## src/eem_pkg.sv

```systemverilog
// Package for the encoder emulation output block.
// Assumes a 100 MHz system clock and an unsigned rotor angle word.
package eem_pkg;
  // =========================================================
  // Angle and resolution
  localparam int EEM_ANGLE_W = 16;
  localparam int EEM_PPR_FIXED = 1024;
  localparam int EEM_PPR_MIN_LOG2 = 7;
  localparam int EEM_PPR_MAX_LOG2 = 14;
  localparam logic [3:0] EEM_PPR_LOG2_FIXED = 4'hA;
  // =========================================================
  // Speed and timing
  localparam int EEM_CLK_MHZ = 100;
  localparam int EEM_MAX_RPM_FIXED = 10000;
  // Least edge spacing the output stage guarantees, in ns
  localparam int EEM_EDGE_GAP_NS = 100;
  localparam int EEM_EDGE_GAP_CYC = (EEM_EDGE_GAP_NS * EEM_CLK_MHZ + 999) / 1000;
  // Index widths, in ns
  localparam int EEM_IDX_SHORT_NS = 1000;
  localparam int EEM_IDX_LONG_NS = 10000;
  localparam int EEM_IDX_XLONG_NS = 100000;
  localparam int EEM_IDX_SHORT_CYC = (EEM_IDX_SHORT_NS * EEM_CLK_MHZ + 999) / 1000;
  localparam int EEM_IDX_LONG_CYC = (EEM_IDX_LONG_NS * EEM_CLK_MHZ + 999) / 1000;
  localparam int EEM_IDX_XLONG_CYC = (EEM_IDX_XLONG_NS * EEM_CLK_MHZ + 999) / 1000;
  localparam int EEM_IDX_CNT_W = 14;
  // =========================================================
  // Index width selection codes
  typedef enum logic [1:0] {
    index_width_short = 2'h0,
    index_width_long = 2'h1,
    index_width_extra_long = 2'h2
  } eem_idx_sel_t;
endpackage : eem_pkg

```

## src/eem_step_gen.sv

```systemverilog
// Quadrature step generator: walks an output count toward a target count.
// Assumes target changes slowly relative to the edge gap.
`timescale 1ns/1ns
`default_nettype none
module eem_step_gen
  import eem_pkg::*;
#(
  parameter int CNT_W = 16,
  parameter int GAP_CYC = EEM_EDGE_GAP_CYC
) (
  input wire logic mclk,
  input wire logic rst_b,
  input wire logic [CNT_W-1:0] target,
  output logic [CNT_W-1:0] count,
  output logic step_up,
  output logic step_dn
);
  logic [7:0] gap;
  logic [CNT_W-1:0] diff;

  assign diff = target - count;

  // =========================================================
  // Stepping with pacing; shortest path around the circle
  always_ff @(posedge mclk or negedge rst_b) begin
    if (!rst_b) begin
      count <= '0;
      gap <= 8'h00;
      step_up <= 1'b0;
      step_dn <= 1'b0;
    end else begin
      step_up <= 1'b0;
      step_dn <= 1'b0;
      if (gap != 8'h00) begin
        gap <= gap - 8'h01;
      end else if (diff != '0) begin
        gap <= 8'(GAP_CYC - 1);
        if (!diff[CNT_W-1]) begin
          count <= count + 1'b1;
          step_up <= 1'b1;
        end else begin
          count <= count - 1'b1;
          step_dn <= 1'b1;
        end
      end
    end
  end
endmodule : eem_step_gen
`default_nettype wire

```

## src/eem_encoder_emulation_output.sv

```systemverilog
// Encoder emulation output: rotor angle to A/B/index and complements.
// Assumes angle is a synchronous, full-circle unsigned word from the resolver.
`timescale 1ns/1ns
`default_nettype none
module eem_encoder_emulation_output
  import eem_pkg::*;
#(
  parameter bit CONFIGURABLE = 1'b0,
  parameter int ANGLE_W = EEM_ANGLE_W
) (
  input wire logic mclk,
  input wire logic rst_b,
  input wire logic [ANGLE_W-1:0] rotor_angle,
  input wire logic [3:0] ppr_log2,
  input wire logic [1:0] index_width_select,
  output logic enc_a,
  output logic enc_a_n,
  output logic enc_b,
  output logic enc_b_n,
  output logic enc_idx,
  output logic enc_idx_n,
  output logic ppr_invalid
);
  localparam int CNT_W = EEM_PPR_MAX_LOG2 + 2;

  logic [3:0] eff_log2;
  logic [CNT_W-1:0] target;
  logic [CNT_W-1:0] scaled;
  logic [CNT_W-1:0] delta;
  logic [CNT_W-1:0] count;
  logic [CNT_W-1:0] cnt_mask;
  logic step_up;
  logic step_dn;
  logic idx_hit;
  logic [EEM_IDX_CNT_W-1:0] idx_cnt;
  logic [EEM_IDX_CNT_W-1:0] idx_len;
  logic next_a;
  logic next_b;

  // Legal resolution check, shared by decode and status
  function automatic logic eem_ppr_ok(input logic [3:0] l2);
    eem_ppr_ok = (l2 >= 4'(EEM_PPR_MIN_LOG2)) && (l2 <= 4'(EEM_PPR_MAX_LOG2));
  endfunction : eem_ppr_ok

  // =========================================================
  // Resolution selection
  // fixed count, or ppr_log2 when configurable and legal
  always_comb begin
    if (!CONFIGURABLE) begin
      eff_log2 = EEM_PPR_LOG2_FIXED;
    end else if (eem_ppr_ok(ppr_log2)) begin
      eff_log2 = ppr_log2;
    end else begin
      // Out of range falls back to the fixed count rather than stopping
      eff_log2 = EEM_PPR_LOG2_FIXED;
    end
  end

  always_ff @(posedge mclk or negedge rst_b) begin
    if (!rst_b) begin
      ppr_invalid <= 1'b0;
    end else begin
      ppr_invalid <= CONFIGURABLE && !eem_ppr_ok(ppr_log2);
    end
  end

  // =========================================================
  // Angle to quarter-step count (four edges per pulse)
  // angle conversion
  // Count runs free; target is count plus the short-way offset, so a turn wraps cleanly
  always_comb begin
    logic [31:0] wide;
    wide = 32'(rotor_angle) << (5'(eff_log2) + 5'h02);
    wide = wide >> ANGLE_W;
    cnt_mask = CNT_W'((32'h1 << (5'(eff_log2) + 5'h02)) - 32'h1);
    scaled = CNT_W'(wide) & cnt_mask;
    delta = (scaled - count) & cnt_mask;
    if (delta[eff_log2 + 4'h1]) begin
      delta = delta | ~cnt_mask;
    end
    target = count + delta;
  end

  // rate bound
  // Edge gap caps the output rate, so top speed scales inversely with resolution
  eem_step_gen #(
    .CNT_W(CNT_W),
    .GAP_CYC(EEM_EDGE_GAP_CYC)
  ) u_step (
    .mclk(mclk),
    .rst_b(rst_b),
    .target(target),
    .count(count),
    .step_up(step_up),
    .step_dn(step_dn)
  );

  // =========================================================
  // Quadrature decode of the count
  // ninety degree offset
  always_comb begin
    next_a = count[1];
    next_b = count[1] ^ count[0];
  end

  assign idx_hit = (step_up || step_dn) && ((count & cnt_mask) == '0);

  always_comb begin
    case (index_width_select)
      index_width_long: idx_len = EEM_IDX_CNT_W'(EEM_IDX_LONG_CYC);
      index_width_extra_long: idx_len = EEM_IDX_CNT_W'(EEM_IDX_XLONG_CYC);
      default: idx_len = EEM_IDX_CNT_W'(EEM_IDX_SHORT_CYC);
    endcase
  end

  always_ff @(posedge mclk or negedge rst_b) begin
    if (!rst_b) begin
      idx_cnt <= '0;
    end else if (idx_hit) begin
      idx_cnt <= idx_len;
    end else if (idx_cnt != '0) begin
      idx_cnt <= idx_cnt - 1'b1;
    end
  end

  // =========================================================
  // Output registers
  // complementary pairs
  always_ff @(posedge mclk or negedge rst_b) begin
    if (!rst_b) begin
      enc_a <= 1'b0;
      enc_a_n <= 1'b1;
      enc_b <= 1'b0;
      enc_b_n <= 1'b1;
      enc_idx <= 1'b0;
      enc_idx_n <= 1'b1;
    end else begin
      enc_a <= next_a;
      enc_a_n <= !next_a;
      enc_b <= next_b;
      enc_b_n <= !next_b;
      enc_idx <= idx_hit || (idx_cnt > 1);
      enc_idx_n <= !(idx_hit || (idx_cnt > 1));
    end
  end
endmodule : eem_encoder_emulation_output
`default_nettype wire

```

## config.mk

```make
export PLATFORM = sky130hd
export DESIGN_NAME = eem_encoder_emulation_output
export DESIGN_NICKNAME = d
export VERILOG_FILES = /design/src/eem_pkg.sv /design/src/eem_step_gen.sv /design/src/eem_encoder_emulation_output.sv
export SDC_FILE = /design/constraint.sdc
export NUM_CORES = 1
export LEC_CHECK = 0
export BUFFER_PORTS_ARGS = -buffer_cell sky130_fd_sc_hd__buf_2
export CAP_MARGIN = 20
export CORE_ASPECT_RATIO = 2
export CORE_MARGIN = 3
export CORE_UTILIZATION = 40
export CTS_CLUSTER_DIAMETER = 40
export DETAILED_ROUTE_END_ITERATION = 10
export PLACE_DENSITY_LB_ADDON = 0.1
export SLEW_MARGIN = 10
export SYNTH_ARGS = -nofsm -noshare
export SYNTH_HDL_FRONTEND = slang
export SYNTH_SLANG_ARGS = --single-unit
```

## constraint.sdc

```tcl
create_clock -name mclk -period 6.65 [get_ports mclk]
set_clock_uncertainty 0.2 [all_clocks]
set_input_delay 0.3325 -clock mclk [delete_from_list [all_inputs] [get_ports mclk]]
set_output_delay 0.3325 -clock mclk [all_outputs]
set_load 0.01 [all_outputs]
```

==> flow_results.org <==
** Worst setup path
- Launch point of the worst reg-to-reg path :: u_step.count[0]
- Cell with the largest stage delay on the worst path :: sky130_fd_sc_hd__dfrtp_1
- Critical path origin :: u_step.count[0]
- The largest single stage delay on the critical path is 420 ps.
- Following the worst setup path forward leads to its endpoint at u_step.count[13].
- Required time reported for the critical path endpoint :: 6600 ps
- In this run the critical register-to-register path is captured at u_step.count[13].
- The number of cells on the worst reg-to-reg path is 27.
- For the worst setup path, the data arrival time is 6280 ps.
- STA classifies the critical path startpoint as a flop.
- The critical path is of the reg2reg type.
- Highest net fanout along the worst path :: 6
- Across all register-to-register paths, the minimum setup slack is 320 ps.
- Type of destination of the critical path :: flop

** Clocking
- Counting every sink on the clock net gives 45.
- In this run the clock root is driven by a sky130_fd_sc_hd__clkbuf_16.
- No sink is reached through more buffers than the 2 on the longest clock path.
- TritonCTS clock tree :: done
- Worst-skew pair later-pin latency :: 290 ps
- Number of buffers added by the clock tree synthesis step :: 5
- After clock tree synthesis, the clock-pin slew on the worst setup and hold paths is 70 ps.
- The clock tree synthesis step divided the H-tree into 2 levels.

** Place
- Placed wire-length estimate after detailed placement :: 9070 um
- Final weighted congestion of routability-driven global placement :: 0.869
- During placement, the flow inserted port buffers numbering 21.
- Place WS :: -334 ps

** Floorplan
- The initial utilization of the core area, before any placement, comes to 0.415.
- The die is 154 um tall.
- The die covers 12400 um2.
- Cell Rows :: 53
- The region available for standard cell placement spans 10600 um2.
- Pin placement for this block handled 31 I/O pins.
- From left edge to right edge, the die measures 80.2 um.

** Yosys
- In the synthesized netlist, the cells that appear most often are sky130_fd_sc_hd__ha_1, sky130_fd_sc_hd__dfrtp_1, sky130_fd_sc_hd__inv_1.
- Net count of the mapped netlist :: 584
- Number of cells produced by synthesis :: 484
- Synth cell types :: 61
- Netlist Area Pre-Place :: 4410 um2
- Of all flip-flops after synthesis, the portion carrying an async set or reset was 1.00.
- Sequential area share after synthesis :: 0.256
- After synthesis, the mean cell area works out to 9.10 um2.
- Of the post-synthesis cell area, the dominant cell type holds 0.239.
- Yosys instantiated no cell more often than sky130_fd_sc_hd__ha_1.
- Yosys attributes the largest share of cell area to sky130_fd_sc_hd__dfrtp_1, sky130_fd_sc_hd__ha_1, sky130_fd_sc_hd__xor2_1.
- For this run, the number of Yosys warnings is 0.
- Cell type with the highest aggregate area in the netlist :: sky130_fd_sc_hd__dfrtp_1
- Seq cells post-synth :: 45
- Number of flops mapped to enable cells by yosys :: 0
- Top FF cell, synth :: sky130_fd_sc_hd__dfrtp_1

** STA
- For the pin with the worst max-slew slack, the measured transition is 702 ps.
- Of the available clock period, the critical path in the final layout requires 0.952.
- The number of failing hold endpoints at the final stage is 0.
- Worst relative slew slack :: 0.532
- The worst path in the final design needs a cycle of 6330 ps, including I/O delays and setup.
- The worst path meets setup with 322 ps of slack.
- The final number of max-transition violations was 0.
- Highest achievable clock rate :: 158 MHz
- On the final layout, the worst hold slack is 234 ps.
- Setup violations remaining at the end of the flow were counted as 0.

** Global routing
- Overall track demand over capacity in global routing :: 0.186
- Leftover overflow at the end of global routing :: 0
- The first global-routing pass estimated 17800 um of wire.
- Entering global routing, the biggest net connects 46 pins.
- The number of antenna violations at the first check in global routing is 0.
- The number of global-route vias before repair is 3798.

** Hold path
- Cell count of the worst hold path :: 3
- The tightest min-delay check is of the in2reg type.

** Routing
- For this run, the detailed router's first-pass iteration total came to 4.
- Number of DRC markers in iteration 0 :: 94
- For this block, the routed nets add up to 11000 um of wire.
- Wire segments on met2 add up to 6550 um in the final route.
- Metal-1 WL :: 3790 um
- For this run, design rule violations remaining after detail routing come to 0.
- Number of vias per cell :: 5.36
- The detailed router placed 3722 vias in this run.
- The detailed router used layers up to and including met4.
- Residual antenna-violating net count after detailed routing :: 0
- Routed length on met3 :: 188 um
- Dividing the detail-routed wire length by the instance count gives 15.8 um.

** Cells and area
- In the final layout, flip-flops and latches occupy 1130 um2.
- Number of flip-flops under the largest register name :: 15
- More flip-flops sit in one register than any other, and that register is u_step.count.
- Fraction of final layout cells sized beyond drive strength 1 :: 0.215
- Combined area of the multi-input logic cells :: 3150 um2
- Fill cell total of the finished layout :: 1094
- The number of antenna diodes in the final layout is 0.
- Synthesis-to-finish area growth :: 19.4%
- Final net count :: 657
- Largest registers :: u_step.count (15), idx_cnt (14), u_step.gap (8)

** Flow run
- Max-cap violation count :: 0

** Status
- Run status :: finished, final reports clean
[worst min-delay path by stage]
stage                                      from               to  slack [ps]
after floorplan                           rst_b            enc_a        -160
final                     index_width_select[1]       idx_cnt[9]         230
after global routing      index_width_select[1]       idx_cnt[9]         240
after global placement            u_step.gap[5]    u_step.gap[5]         280
after detailed placement          u_step.gap[5]    u_step.gap[5]         290
after CTS                                 rst_b  u_step.count[4]          80
[area by class of cell]
type                    count  share of cell area
flip-flops and latches     45               0.215
clock inverters             2             0.00262
multi-input cells         393               0.599
repair buffers             70              0.0951
inverters                  42              0.0300
well taps                 137              0.0326
clock buffers               6              0.0264
[placed cells by master (no fill, tap or decap), types with 8 or more instances in the layout]
master                    instances
sky130_fd_sc_hd__nor3_1          14
sky130_fd_sc_hd__nand3_1          9
sky130_fd_sc_hd__dfrtp_1         42
sky130_fd_sc_hd__nor2_1          32
sky130_fd_sc_hd__or2_2           14
sky130_fd_sc_hd__a21o_1           9
sky130_fd_sc_hd__buf_4           46
sky130_fd_sc_hd__buf_2           21
sky130_fd_sc_hd__mux2i_1          8
sky130_fd_sc_hd__inv_1           42
sky130_fd_sc_hd__nand2_1         25
sky130_fd_sc_hd__xor2_1          30
sky130_fd_sc_hd__ha_1            71
sky130_fd_sc_hd__o21ai_0         20
sky130_fd_sc_hd__xnor2_1         22
sky130_fd_sc_hd__a21oi_1         14
[critical path: cells and delay by family (launching register included)]
family | cells | cell delay (ps)
buffers and inverters | 1 | 180
AND/OR/NAND/NOR | 4 | 700
multiplexers | 1 | 80
adder cells (fa/ha/maj) | 5 | 1470
XOR/XNOR | 3 | 640
flip-flops | 1 | 420
AO/OA/AOI/OAI | 13 | 2510
[per-layer routing]
layer	GRT usage	up-vias
met5	0	-
met4	0.0902	0
met3	0.0181	21
met2	0.378	49
met1	0.174	1793
li1	-	1859
[logic make-up after synthesis]
family | Yosys count | synth area share
and+or+nand+nor | 146 | 0.174
AOI/OAI and AO/OA | 104 | 0.163
adders and majority gates | 76 | 0.221
xor gates and xnor gates | 53 | 0.109
buffers and inverters | 46 | 0.0437
DFF | 45 | 0.256
muxes | 13 | 0.0318
other | 1 | 0.000851
[timing repair]
action                                  in CTS  in global routing
setup buffers                                1                  0
hold endpoints to repair                     0                 11
hold buffers                                 0                  1
gates resized for setup                      6                 15
endpoints found under the setup margin       8                  9
pin swaps                                    1                  5
[metrics by stage]
| step | instance area [um2] | setup TNS [ps] | util | std cells |
|---|---|---|---|---|
| after floorplan | 4410 | 0 | - | 484 |
| after global placement | 5010 | -765 | 0.472 | 684 |
| after detailed placement | 5010 | -1390 | 0.472 | 684 |
| after CTS | 5180 | 0 | 0.488 | 693 |
| after global routing | 5260 | -26.3 | 0.496 | 695 |
| final | 5260 | 0 | 0.496 | 695 |
Power is left out: the tool's default activity adds up to more than one toggle a clock period on the data nets, which glitch-free logic cannot reach.
